### src/hdl/epf_pkg.sv
// Contract
// RQ1 - Filtered active power becomes active-high pulse trains on both low-rate outputs.
// RQ2 - Low-rate rate is 5.70 times Vrms product times base rate over Vref squared.
// RQ3 - Rate select codes 00..11 give base rates oscillator over 2^18..2^15.
// RQ4 - Base rates are binary divisions of the timebase and scale with it.
// RQ5 - Calibration output is an integer multiple, at most 2048, of low rate.
// RQ6 - Scale select high gives ratios 128, 64, 32, 16 for codes 00..11.
// RQ7 - Scale select low gives ratios 64, 32, 16 and 2048 for codes 00..11.
// RQ8 - Calibration output uses same power accumulated over a proportionally shorter period.
// RQ9 - Full-scale ac gives half the pulse rate of full-scale dc.
// RQ10 - Ac maxima: 0.34 to 2.72 Hz low rate, 43.52, 21.76 or 5570 Hz calibration.
// RQ11 - Fault is signalled when phase and neutral magnitudes differ over 6.25 percent.
// RQ12 - Billing always uses the larger current channel, even during a fault. Code bills the active channel, swapped after a filtered excess.
// RQ13 - After power-up billing uses the phase channel until a swap occurs.
// RQ14 - Power-up mismatch raises the alarm after about one second; larger neutral takes billing.
// RQ15 - Fault detection is inhibited below 0.3 percent of full scale.
// RQ16 - Neutral below 93.75 percent of active phase alarms after three seconds, no swap.
// RQ17 - Neutral above phase by over 6.25 percent alarms and swaps after three seconds.
// RQ18 - Swap back needs phase over neutral by 6.25 percent; alarm clears when within.
// RQ19 - The alarm output is independent of pulse activity on the low-rate outputs.
// RQ20 - Each conversion accumulates power, pulses and subtracts a threshold on crossing.
// RQ21 - Rate and scale select pins are synchronised before choosing dividers and ratios.
package epf_pkg;

    // ********************************************************************
    // Widths and timing
    // ********************************************************************
    localparam int          PWR_W            = 16;
    localparam int          ACC_W            = 40;
    localparam int          CNT_W            = 24;
    localparam int unsigned CLK_HZ           = 200_000_000;
    localparam int unsigned TIMEBASE_HZ      = 450_000;
    localparam int unsigned POWERUP_DELAY_MS = 1000;
    localparam int unsigned FAULT_DELAY_MS   = 3000;
    localparam int unsigned LOW_PULSE_MS     = 100;
    localparam int unsigned CF_PULSE_US      = 90;
    localparam int unsigned POWERUP_TICKS    = TIMEBASE_HZ / 1000 * POWERUP_DELAY_MS;
    localparam int unsigned FAULT_TICKS      = TIMEBASE_HZ / 1000 * FAULT_DELAY_MS;
    localparam int unsigned LOW_PULSE_TICKS  = TIMEBASE_HZ / 1000 * LOW_PULSE_MS;
    localparam int unsigned CF_PULSE_TICKS   = TIMEBASE_HZ / 1000 * CF_PULSE_US / 1000;

    // ********************************************************************
    // Conversion constants
    // ********************************************************************
    // Threshold at the fastest base rate: full-scale dc power gives 5.44 Hz.
    localparam logic [ACC_W-1:0] LOW_THR_FAST   = 40'h00a1904b4b;
    localparam logic [1:0]       RATE_CODE_FAST = 2'h3;
    localparam logic [PWR_W-1:0] LIGHT_LOAD_MAG = 16'h00c4;
    localparam int               DIFF_SHIFT     = 4;

    // Log2 of the calibration ratio, indexed by rate code.
    localparam logic [3:0] RATIO_LOG2_HI [4] = '{4'h7, 4'h6, 4'h5, 4'h4};
    localparam logic [3:0] RATIO_LOG2_LO [4] = '{4'h6, 4'h5, 4'h4, 4'hb};

    // ********************************************************************
    // Register map
    // ********************************************************************
    localparam logic [3:0]  ADR_CTRL      = 4'h0;
    localparam logic [3:0]  ADR_STATUS    = 4'h4;
    localparam logic [3:0]  ADR_LOW_COUNT = 4'h8;
    localparam logic [3:0]  ADR_CAL_COUNT = 4'hc;
    localparam int          CTRL_EN_BIT   = 0;
    localparam int          CTRL_CLR_BIT  = 1;
    localparam logic        CTRL_EN_RESET = 1'b1;

    // ********************************************************************
    // Carriers
    // ********************************************************************
    typedef struct packed {
        logic        cyc;
        logic        stb;
        logic        we;
        logic [3:0]  sel;
        logic [3:0]  adr;
        logic [31:0] dat;
    } epf_wb_req_t;

    typedef struct packed {
        logic signed [PWR_W-1:0] power;
        logic        [PWR_W-1:0] mag;
    } epf_chan_t;

endpackage : epf_pkg

### src/hdl/epf_meter_core.sv
// ************************************************************************
// Energy pulse rate generator with channel fault selection
// ************************************************************************
//
// Design decisions made here: the Wishbone slave port and the placing of the registers.
module epf_meter_core #(
    parameter int unsigned POWERUP_TICKS   = epf_pkg::POWERUP_TICKS,
    parameter int unsigned FAULT_TICKS     = epf_pkg::FAULT_TICKS,
    parameter int unsigned LOW_PULSE_TICKS = epf_pkg::LOW_PULSE_TICKS,
    parameter int unsigned CF_PULSE_TICKS  = epf_pkg::CF_PULSE_TICKS
) (
    // Clock and reset
    input  wire logic                 i_clk_sys,
    input  wire logic                 i_rst_b,
    // Select pins, asynchronous
    input  wire logic                 i_rate_select_lsb,
    input  wire logic                 i_rate_select_msb,
    input  wire logic                 i_calib_scale_select,
    // Filtered channel data, same clock
    input  wire epf_pkg::epf_chan_t   i_phase_current_input,
    input  wire epf_pkg::epf_chan_t   i_neutral_current_input,
    // Wishbone slave
    input  wire epf_pkg::epf_wb_req_t i_wb,
    output logic                      o_wb_ack,
    output logic [31:0]               o_wb_dat,
    // Pulse and alarm outputs
    output logic                      o_low_rate_pulse_a,
    output logic                      o_low_rate_pulse_b,
    output logic                      o_calibration_pulse_out,
    output logic                      o_fault
);
    localparam int PW = epf_pkg::PWR_W;
    localparam int AW = epf_pkg::ACC_W;
    localparam int CW = epf_pkg::CNT_W;

    // ********************************************************************
    // State
    // ********************************************************************
    typedef struct packed {
        logic [2:0]    sel_meta;
        logic [2:0]    sel_sync;
        logic [AW-1:0] low_acc;
        logic [AW-1:0] cal_acc;
        logic          low_fire;
        logic          cal_fire;
        logic          neutral_active;
        logic          alarm;
        logic          settled;
        logic [CW-1:0] persist;
        logic          ack;
        logic [31:0]   rdata;
        logic          enable;
        logic [31:0]   low_count;
        logic [31:0]   cal_count;
    } epf_core_state_t;

    epf_core_state_t st;
    epf_core_state_t next_st;
    logic            tick;

    // ********************************************************************
    // Channel comparison helpers
    // ********************************************************************
    // True when a exceeds b by more than a sixteenth of a.
    function automatic logic exceeds(input logic [PW-1:0] a, input logic [PW-1:0] b);
        logic [PW-1:0] diff;
        diff = a - b;
        return (a > b) && (diff > (a >> epf_pkg::DIFF_SHIFT));
    endfunction : exceeds

    // True when a has fallen below fifteen sixteenths of b.
    function automatic logic below(input logic [PW-1:0] a, input logic [PW-1:0] b);
        return a < (b - (b >> epf_pkg::DIFF_SHIFT));
    endfunction : below

    // ********************************************************************
    // Timebase and output stages
    // ********************************************************************
    epf_tick_gen #(
        .CLK_HZ  (epf_pkg::CLK_HZ),
        .TICK_HZ (epf_pkg::TIMEBASE_HZ)
    ) u_tick (
        .i_clk_sys (i_clk_sys),
        .i_rst_b   (i_rst_b),
        .o_tick    (tick)
    );

    epf_pulse_stretch #(
        .WIDTH_TICKS (LOW_PULSE_TICKS)
    ) u_low_a (
        .i_clk_sys (i_clk_sys),
        .i_rst_b   (i_rst_b),
        .i_tick    (tick),
        .i_fire    (st.low_fire),
        .o_pulse   (o_low_rate_pulse_a)
    );

    epf_pulse_stretch #(
        .WIDTH_TICKS (LOW_PULSE_TICKS)
    ) u_low_b (
        .i_clk_sys (i_clk_sys),
        .i_rst_b   (i_rst_b),
        .i_tick    (tick),
        .i_fire    (st.low_fire),
        .o_pulse   (o_low_rate_pulse_b)
    );

    epf_pulse_stretch #(
        .WIDTH_TICKS (CF_PULSE_TICKS)
    ) u_cal (
        .i_clk_sys (i_clk_sys),
        .i_rst_b   (i_rst_b),
        .i_tick    (tick),
        .i_fire    (st.cal_fire),
        .o_pulse   (o_calibration_pulse_out)
    );

    // ********************************************************************
    // Next-state logic
    // ********************************************************************
    always_comb begin
        logic [1:0]    rate_code;
        logic          scale_hi;
        logic [3:0]    ratio_log2;
        logic [AW-1:0] low_thr;
        logic [AW-1:0] cal_thr;
        logic [PW-1:0] bill_power;
        logic [AW-1:0] low_sum;
        logic [AW-1:0] cal_sum;
        logic [PW-1:0] mag_p;
        logic [PW-1:0] mag_n;
        logic          inhibit;
        logic          swap_want;
        logic          alarm_want;
        logic          pending;
        logic          hit;
        logic [CW-1:0] delay;
        logic          wb_req;

        next_st    = st;
        rate_code  = {st.sel_sync[1], st.sel_sync[0]};
        scale_hi   = st.sel_sync[2];
        ratio_log2 = '0;
        low_thr    = '0;
        cal_thr    = '0;
        bill_power = '0;
        low_sum    = '0;
        cal_sum    = '0;
        mag_p      = i_phase_current_input.mag;
        mag_n      = i_neutral_current_input.mag;
        inhibit    = 1'b0;
        swap_want  = 1'b0;
        alarm_want = 1'b0;
        pending    = 1'b0;
        hit        = 1'b0;
        delay      = '0;
        wb_req     = 1'b0;

        // Pins are only read after the second stage.
        next_st.sel_meta = {i_calib_scale_select, i_rate_select_msb, i_rate_select_lsb}; // RQ21
        next_st.sel_sync = st.sel_meta; // RQ21

        // Slower base rates divide the timebase by a larger power of two, so
        // the threshold grows by one bit per step down.
        low_thr = epf_pkg::LOW_THR_FAST << (epf_pkg::RATE_CODE_FAST - rate_code); // RQ3 RQ4 RQ2 RQ9 RQ10
        if (scale_hi) begin
            ratio_log2 = epf_pkg::RATIO_LOG2_HI[rate_code]; // RQ6
        end else begin
            ratio_log2 = epf_pkg::RATIO_LOG2_LO[rate_code]; // RQ7
        end
        cal_thr = low_thr >> ratio_log2; // RQ5 RQ8

        // Billing power comes from the active channel; reverse power adds nothing.
        if (st.neutral_active) begin // RQ12
            bill_power = i_neutral_current_input.power[PW-1] ? '0 : i_neutral_current_input.power;
        end else begin
            bill_power = i_phase_current_input.power[PW-1] ? '0 : i_phase_current_input.power;
        end

        // Digital-to-frequency conversion.
        next_st.low_fire = 1'b0;
        next_st.cal_fire = 1'b0;
        if (tick) begin
            low_sum = st.low_acc + AW'(bill_power); // RQ20
            cal_sum = st.cal_acc + AW'(bill_power); // RQ8
            if (low_sum >= low_thr) begin
                next_st.low_acc  = low_sum - low_thr; // RQ20
                next_st.low_fire = st.enable; // RQ1
            end else begin
                next_st.low_acc = low_sum;
            end
            if (cal_sum >= cal_thr) begin
                next_st.cal_acc  = cal_sum - cal_thr; // RQ20
                next_st.cal_fire = st.enable; // RQ5
            end else begin
                next_st.cal_acc = cal_sum;
            end
        end

        // Fault detection and channel selection, independent of pulse output.
        inhibit = (mag_p < epf_pkg::LIGHT_LOAD_MAG) && (mag_n < epf_pkg::LIGHT_LOAD_MAG); // RQ15
        if (st.neutral_active) begin
            swap_want  = exceeds(mag_p, mag_n); // RQ18
            alarm_want = below(mag_p, mag_n) || swap_want; // RQ18
        end else begin
            swap_want  = exceeds(mag_n, mag_p); // RQ17 RQ14
            alarm_want = below(mag_n, mag_p) || swap_want; // RQ16 RQ11
        end
        pending = !inhibit && (swap_want || (alarm_want != st.alarm)); // RQ19
        delay   = st.settled ? CW'(FAULT_TICKS) : CW'(POWERUP_TICKS); // RQ14 RQ16

        if (tick) begin
            if (!st.settled) begin
                hit = (st.persist + CW'(1)) >= delay;
                next_st.persist = hit ? '0 : st.persist + CW'(1);
                if (hit) begin
                    next_st.settled = 1'b1;
                    if (!inhibit) begin
                        next_st.alarm = alarm_want; // RQ14
                        next_st.neutral_active = st.neutral_active ^ swap_want; // RQ14 RQ13
                    end
                end
            end else if (pending) begin
                hit = (st.persist + CW'(1)) >= delay;
                next_st.persist = hit ? '0 : st.persist + CW'(1);
                if (hit) begin
                    next_st.alarm = alarm_want; // RQ11 RQ16 RQ17 RQ18
                    next_st.neutral_active = st.neutral_active ^ swap_want; // RQ12 RQ17 RQ18
                end
            end else begin
                next_st.persist = '0;
            end
        end

        // Wishbone classic slave: one wait state, ack for one cycle.
        wb_req     = i_wb.cyc && i_wb.stb && !st.ack;
        next_st.ack = wb_req;
        if (wb_req && i_wb.we && i_wb.sel[0] && i_wb.adr == epf_pkg::ADR_CTRL) begin
            next_st.enable = i_wb.dat[epf_pkg::CTRL_EN_BIT];
        end
        if (wb_req && !i_wb.we) begin
            case (i_wb.adr)
                epf_pkg::ADR_CTRL: begin
                    next_st.rdata = {31'h0, st.enable};
                end
                epf_pkg::ADR_STATUS: begin
                    next_st.rdata = {24'h0, st.sel_sync, st.settled, 2'h0, st.neutral_active, st.alarm};
                end
                epf_pkg::ADR_LOW_COUNT: begin
                    next_st.rdata = st.low_count;
                end
                epf_pkg::ADR_CAL_COUNT: begin
                    next_st.rdata = st.cal_count;
                end
                default: begin
                    next_st.rdata = 32'h0;
                end
            endcase
        end

        // Pulse counters; a count event in the clearing cycle is kept.
        if (wb_req && i_wb.we && i_wb.sel[0] && i_wb.adr == epf_pkg::ADR_CTRL
            && i_wb.dat[epf_pkg::CTRL_CLR_BIT]) begin
            next_st.low_count = {31'h0, st.low_fire};
            next_st.cal_count = {31'h0, st.cal_fire};
        end else begin
            next_st.low_count = st.low_count + {31'h0, st.low_fire};
            next_st.cal_count = st.cal_count + {31'h0, st.cal_fire};
        end
    end

    // ********************************************************************
    // State register
    // ********************************************************************
    always_ff @(posedge i_clk_sys or negedge i_rst_b) begin
        if (!i_rst_b) begin
            st        <= '0;
            st.enable <= epf_pkg::CTRL_EN_RESET;
        end else begin
            st <= next_st;
        end
    end

    assign o_wb_ack = st.ack;
    assign o_wb_dat = st.rdata;
    assign o_fault  = st.alarm;
endmodule : epf_meter_core

### src/hdl/epf_pulse_stretch.sv
// ************************************************************************
// Fixed-width active-high output pulse, timed in timebase ticks
// ************************************************************************
module epf_pulse_stretch #(
    parameter int unsigned WIDTH_TICKS = epf_pkg::CF_PULSE_TICKS
) (
    // Clock and reset
    input  wire logic i_clk_sys,
    input  wire logic i_rst_b,
    // Control
    input  wire logic i_tick,
    input  wire logic i_fire,
    // Pulse
    output logic      o_pulse
);
    // A fire that arrives while the pulse stands is merged into it; at the
    // documented maximum rates the pulse is always shorter than the period.
    typedef struct packed {
        logic [epf_pkg::CNT_W-1:0] remain;
        logic                      level;
    } epf_stretch_state_t;

    epf_stretch_state_t st;
    epf_stretch_state_t next_st;

    always_comb begin
        next_st = st;
        if (i_fire && !st.level) begin
            next_st.level  = 1'b1;
            next_st.remain = epf_pkg::CNT_W'(WIDTH_TICKS);
        end else if (st.level && i_tick) begin
            if (st.remain <= epf_pkg::CNT_W'(1)) begin
                next_st.level  = 1'b0;
                next_st.remain = '0;
            end else begin
                next_st.remain = st.remain - epf_pkg::CNT_W'(1);
            end
        end
    end

    always_ff @(posedge i_clk_sys or negedge i_rst_b) begin
        if (!i_rst_b) begin
            st <= '0;
        end else begin
            st <= next_st;
        end
    end

    assign o_pulse = st.level;
endmodule : epf_pulse_stretch

### src/hdl/epf_tick_gen.sv
// ************************************************************************
// Master timebase tick from the system clock
// ************************************************************************
module epf_tick_gen #(
    parameter int unsigned CLK_HZ  = epf_pkg::CLK_HZ,
    parameter int unsigned TICK_HZ = epf_pkg::TIMEBASE_HZ
) (
    // Clock and reset
    input  wire logic i_clk_sys,
    input  wire logic i_rst_b,
    // Tick
    output logic      o_tick
);
    // A fractional accumulator keeps the long-run tick rate exact even though
    // the clock is not an integer multiple of the timebase.
    typedef struct packed {
        logic [31:0] phase;
        logic        tick;
    } epf_tick_state_t;

    epf_tick_state_t st;
    epf_tick_state_t next_st;
    logic [32:0]     sum;

    always_comb begin
        next_st = st;
        sum = {1'b0, st.phase} + 33'(TICK_HZ);
        if (sum >= 33'(CLK_HZ)) begin
            next_st.phase = 32'(sum - 33'(CLK_HZ));
            next_st.tick  = 1'b1;
        end else begin
            next_st.phase = sum[31:0];
            next_st.tick  = 1'b0;
        end
    end

    always_ff @(posedge i_clk_sys or negedge i_rst_b) begin
        if (!i_rst_b) begin
            st <= '0;
        end else begin
            st <= next_st;
        end
    end

    assign o_tick = st.tick;
endmodule : epf_tick_gen
### config.mk
export PLATFORM = sky130hd
export DESIGN_NAME = epf_meter_core
export DESIGN_NICKNAME = d
export VERILOG_FILES = /design/src/hdl/epf_pkg.sv /design/src/hdl/epf_meter_core.sv /design/src/hdl/epf_pulse_stretch.sv /design/src/hdl/epf_tick_gen.sv
export SDC_FILE = /design/constraint.sdc
export NUM_CORES = 1
export LEC_CHECK = 0
export BUFFER_PORTS_ARGS = -buffer_cell sky130_fd_sc_hd__buf_2
export CAP_MARGIN = 20
export CORE_UTILIZATION = 45
export DETAILED_ROUTE_END_ITERATION = 16
export MAX_ROUTING_LAYER = met4
export PLACE_DENSITY = 0.63
export SYNTH_ARGS = -nofsm -noshare
export SYNTH_HDL_FRONTEND = slang
export SYNTH_SLANG_ARGS = --single-unit
### constraint.sdc
create_clock -name i_clk_sys -period 8.5 [get_ports i_clk_sys]
set_input_delay 1.7 -clock i_clk_sys [delete_from_list [all_inputs] [get_ports i_clk_sys]]
set_output_delay 1.7 -clock i_clk_sys [all_outputs]
set_load 0.1 [all_outputs]
# Word level (Yosys, flattened, before mapping)
# Index checks and enable logic that the tools add are counted.
[word_totals]
ff_bits = 321
out_inout_bits = 37
elab_cells = 147
in_bits = 112
[op_classes]
order_cmp = 16
n_bitwise = 2
muxes = 42
shift = 2
n_reduce_logical = 38
add_sub_neg = 17
n_eq_ne = 7
[op_table]
columns = ["cell", "n"]
rows = [
  ["$mux 25", 6],
  ["$mux 24", 6],
  ["$pmux 32 s4", 1],
  ["$add 40x15->40", 2],
  ["$ge 40x40->1", 2],
  ["$mux 40", 2],
  ["$sub 40x40->40", 2],
  ["$le 24x1->1 const B", 3],
  ["$sub 24x1->24 const B", 3],
  ["$add 32x1->32", 2],
  ["$mux 64", 1],
  ["$mux 15", 3],
  ["$shl 32x2->40 const A", 1],
  ["$shr 40x4->40", 1],
  ["$add 32x19->33 const B", 1],
  ["$ge 33x28->1 const B", 1],
  ["$mux 33", 1],
  ["$gt 16x12->1", 2],
  ["$gt 16x16->1", 2],
  ["$lt 16x16->1", 2],
  ["$lt 16x8->1 const B", 2],
  ["$sub 16x12->16", 2],
  ["$sub 16x16->16", 2],
  ["$sub 32x28->32 const B", 1],
  ["24 further kinds", 73],
]

# Logic depth before layout (Yosys ltp)
[logic_depth]
depth_word = 10
ltp_mapped = 28
mapped_depth_nobuf = 26

# Modules after synthesis
# From an unflattened synthesis, not the netlist that was laid out.
[hier_totals]
hier_cells = 3591
area_unflattened_um2 = 29006.6
[by_module_without_submodules]
columns = ["module", "seq_area_each_um2", "area_each_um2", "instances", "cells_each"]
rows = [
  ["epf_meter_core", 5331.4, 22333.9, 1, 2851],
  ["epf_tick_gen", 725.7, 2372.3, 1, 261],
  ["epf_pulse_stretch (u_low_b)", 625.6, 1466.4, 1, 167],
  ["epf_pulse_stretch (u_low_a)", 625.6, 1437.6, 1, 157],
  ["epf_pulse_stretch (u_cal)", 625.6, 1396.3, 1, 155],
]

# Worst setup path before layout
# Ideal clock, no wire load.
[synth_path]
path_type = "input-to-reg"
from = "input i_phase_current_input[31] (netlist bit)"
to = "register st[159] (netlist bit)"
path_stages = 27
setup_time_ns = 0.127
slack_ns = 1.157
path_buffers = 3
required_ns = 8.373
arrival_time_ns = 7.216
cell_sequence = "nor2_1 -> clkbuf_1 -> a22o_1 -> ha_1 -> fa_1 -> a211o_1 -> a2111oi_2 -> o31ai_1 -> a31oi_1 -> o21bai_1 -> nand2_1 -> nor3_1 -> nand3_1 -> xnor2_1 -> ha_1 -> and3_1 -> nand2_1 -> nor2_1 -> o311ai_0 -> o21ai_0 -> o221a_2 -> or4_1 -> buf_2 -> buf_6 -> and3_1 -> mux2i_1 -> nand3_1"
[synth_between]
elab_chain_cells = 5
word_cells_on_any_way = 6
cone_classes = "add/sub (2); order compare (1); mux (3)"
[synth_rtl]
columns = ["item", "line", "text"]
rows = [
  ["start: declaration", "epf_meter_core.sv:20", "input wire epf_pkg::epf_chan_t i_phase_current_input,"],
  ["$mux 15 *", "epf_meter_core.sv:177", "bill_power = i_phase_current_input.power[PW-1] ? '0 : i_phase_current_input.power;"],
  ["$mux 15 *", "epf_meter_core.sv:174", "if (st.neutral_active) begin"],
  ["$add 40x15->40 *", "epf_meter_core.sv:185", "cal_sum = st.cal_acc + AW'(bill_power);"],
  ["$sub 40x40->40 / $ge 40x40->1 (equally long branches)", "epf_meter_core.sv:193, epf_meter_core.sv:192", ""],
  ["$mux 40 *", "epf_meter_core.sv:192", "if (cal_sum >= cal_thr) begin"],
  ["end signal: assignment", "epf_meter_core.sv:280", "st <= next_st;"],
  ["end: declaration", "epf_meter_core.sv:57", "epf_core_state_t st;"],
]
# Mark *: on every way between the ends. The rest lies on a longest branch, timed or not.
# A chain may end at the register's enable or synchronous reset.

# Worst setup path in the final report
[layout_path]
from = "input i_neutral_current_input[31] (netlist bit)"
to = "register st[160] (netlist bit)"
[layout_between]
elab_chain_cells = 5
word_cells_on_any_way = 6
cone_classes = "add/sub (2); order compare (1); mux (3)"
[layout_rtl]
columns = ["item", "line", "text"]
rows = [
  ["start: declaration", "epf_meter_core.sv:21", "input wire epf_pkg::epf_chan_t i_neutral_current_input,"],
  ["$mux 15 *", "epf_meter_core.sv:175", "bill_power = i_neutral_current_input.power[PW-1] ? '0 : i_neutral_current_input.power;"],
  ["$mux 15 *", "epf_meter_core.sv:174", ""],
  ["$add 40x15->40 *", "epf_meter_core.sv:185", ""],
  ["$sub 40x40->40 / $ge 40x40->1 (equally long branches)", "epf_meter_core.sv:193, epf_meter_core.sv:192", ""],
  ["$mux 40 *", "epf_meter_core.sv:192", ""],
]
# Marks and branches as above.

==> impl_metrics.json <==
{
  "synthCells": 3489,
  "clk_latency_ps": 580,
  "wl_per_cell_microns": 16.8,
  "grt_overflow": 0,
  "hp-start": "next_st[209]$_DFF_PN0_",
  "die_area_sq_mm": 0.0634,
  "hold_depth": 0,
  "rrSetupSlack_ps": 1460,
  "maxSlewHeadroom": 0.307,
  "cts_resized": 0,
  "stdcell_count": 4388,
  "gp_congestion": 0.957,
  "async_flop_share": 1.00,
  "synth-seq-cells": 317,
  "layout_min_cycle_time_ps": 7700,
  "crit_arrival_ps": 8160,
  "p_leak_nw": 13.1,
  "tns_ps": 0,
  "dp_hpwl_microns": 54600,
  "drt_iter0_markers": 1637,
  "slew_violations": 0,
  "place_inst": 4317,
  "endpoint_kind": "flop",
  "path_max_fanout": 7,
  "tightest_slew_ps": 1030,
  "grt_pass1_wl_microns": 123000,
  "worst_setup_path_start_kind": "input port",
  "final_nets": 3874,
  "viasPerCell": 5.72,
  "max_freq_mhz": 130,
  "first_pass_iters": 5,
  "synth-edff-count": 0,
  "rows": 91,
  "routed_wl_microns": 73600,
  "rsz0062_at_grt": "no",
  "netlist_area_sq_mm": 0.0281,
  "synth-main-ff-cell": "dfrtp_1",
  "die_h_microns": 252,
  "clk_pin_slew_worst_paths_ps": 60,
  "path_class": "input port to flop",
  "yosysMostFrequentCell": "nor2_1",
  "drive_gt1_frac": 0.0783,
  "synth_top_area_cell": "dfrtp_1",
  "pwr_density_cell_mw_per_mm2": 173,
  "grt_pass1_vias": 23900,
  "hp-class": "flop to flop",
  "hold_buffers": 0,
  "synth.avg_cell_area_sq_um": 8.05,
  "r2r_start": "st[124]$_DFFE_PN0P_",
  "finalHoldViolCount": 0,
  "yosys_warnings": 0,
  "synth-seq-area-share": 0.283,
  "synth.top_cells.by_count": "nor2_1, nand2_1, dfrtp_1",
  "core_area_sq_mm": 0.0617,
  "cts_root_buffer": "clkbuf_16",
  "synth_top_area_share": 0.282,
  "skew_ps": 15.2,
  "initial_core_util": 0.455,
  "synth.distinct_cells": 103,
  "cts_buffers": 40,
  "via_count": 25100,
  "synthTopCellsByArea": "dfrtp_1, ha_1, xnor2_1",
  "cts_htree_levels": 2,
  "period_share": 0.906,
  "r2r_end": "st[160]$_DFFE_PN0P_",
  "grt_usage": 0.241,
  "grt_max_degree": 170,
  "area_delta_synth_final_pct": 8.93,
  "status": "completed",
  "cp_data_required_time_ps": 8960,
  "fp.dieW_microns": 252,
  "cts_tree": "done",
  "holdPathEnd": "st[209]$_DFF_PN0_",
  "cts_buffer_depth": 3,
  "r2r_cells": 24,
  "finalSetupViolations": 0,
  "drc": 0,
  "max_cap_viol_count": 0,
  "postRouteAntennaNets": 0,
  "post_cts_buffers": 0,
  "ir_drop_v": 0.000144,
  "cts_sinks": 317,
  "grt_antenna_before_repair": 0,
  "diodes": 0,
  "io_pins": 149,
  "io_buffers": 115
}
==> flip-flops by register name, indices dropped and copies added, names as in the netlist <==
register / count
u_cal.o_pulse: 1
u_tick.o_tick: 1
u_low_b.st: 24
u_low_a.st: 24
st: 176
next_st: 3
u_low_b.o_pulse: 1
u_low_a.o_pulse: 1
u_cal.st: 24
o_wb_ack: 1
o_fault: 1
u_tick.st: 28
o_wb_dat: 32
==> stage by stage <==
stage / power (mW) / cell area, sq um / hold WS [ps] / util / worst slack [ps]
2_1_floorplan: 3.09 / 28100 / 331 / - / 1160
3_3_place_gp: 3.58 / 29300 / 333 / 0.474 / 284
3_5_place_dp: 3.58 / 29300 / 336 / 0.474 / 210
4_1_cts: 5.32 / 30600 / 349 / 0.496 / 808
5_1_grt: 5.64 / 30600 / 354 / 0.496 / 334
6_report: 5.29 / 30600 / 346 / 0.496 / 798
==> placed cells by master, fill, tap and decap left out, types with 40 or more instances in the layout <==
cell | synthesis | final
a21o_1 | 84 | 84
a21oi_1 | 299 | 299
a31oi_1 | 40 | 40
and3_1 | 53 | 53
buf_2 | 20 | 114
clkbuf_16 | 0 | 41
dfrtp_1 | 316 | 315
ha_1 | 232 | 232
inv_1 | 129 | 129
nand2_1 | 328 | 328
nand2b_1 | 44 | 44
nand3_1 | 138 | 138
nand4_1 | 50 | 50
nor2_1 | 355 | 354
nor3_1 | 90 | 90
nor4_1 | 45 | 45
o21ai_0 | 219 | 219
xnor2_1 | 208 | 208
xor2_1 | 124 | 124
==> report_power, final <==
part | total, mW | switching, mW | internal (mW)
registers | 1.58 | 0.0359 | 1.54
logic | 2.01 | 1.21 | 0.801
clock network | 1.71 | 0.710 | 0.999
total | 5.29 | 1.95 | 3.34
==> worst max-delay path, cell delays in order <==
cell	delay, ps
buf_2	120
nor2_1	390
buf_4	230
a22o_1	190
ha_1	300
a211o_1	370
a2111oi_2	480
o31ai_1	210
a31oi_1	370
o21bai_1	140
buf_4	190
and3_1	230
nand3_1	180
nor2_1	80
xor2_1	170
ha_1	380
nand3_1	110
or4_1	500
a2111oi_0	400
o221a_2	330
or4_1	390
buf_4	240
o21ai_1	60
a221o_1	370
==> kinds of logic after synthesis <==
group | synth area share
adders and majority gates | 0.109
AOI/OAI and AO/OA | 0.221
xor gates and xnor gates | 0.104
and+or+nand+nor | 0.219
muxes | 0.0187
other | 0.000134
buffers and inverters | 0.0454
DFF | 0.283
==> how the worst max path moves through the flow <==
stage,slack [ps],from,cells past startpoint,to
after floorplan,1160,i_phase_current_input[31],27,st[159]$_DFFE_PN0P_
after global placement,280,i_neutral_current_input[31],26,st[132]$_DFFE_PN0P_
after global routing,330,i_phase_current_input[31],25,st[131]$_DFFE_PN0P_
final,800,i_neutral_current_input[31],24,st[160]$_DFFE_PN0P_
after detailed placement,210,i_neutral_current_input[31],26,st[138]$_DFFE_PN0P_
after CTS,810,i_neutral_current_input[31],26,st[138]$_DFFE_PN0P_
==> layout make-up <==
cell class                      instances  area, sq um
Timing Repair Buffer                  153          896
Tap cell                              837         1050
Sequential cell                       317         7940
Multi-Input combinational cell       2880        18900
Clock buffer                           55         1170
Clock inverter                         16          148
Inverter                              130          490
Fill cell                            6135        31100
==> per-layer routing <==
layer,track usage,wire length (microns)
met4,0.0795,2310
met3,0.0289,3160
met5,-,0
met2,0.379,33000
met1,0.321,35200
Power figures use the tool's default switching activity.
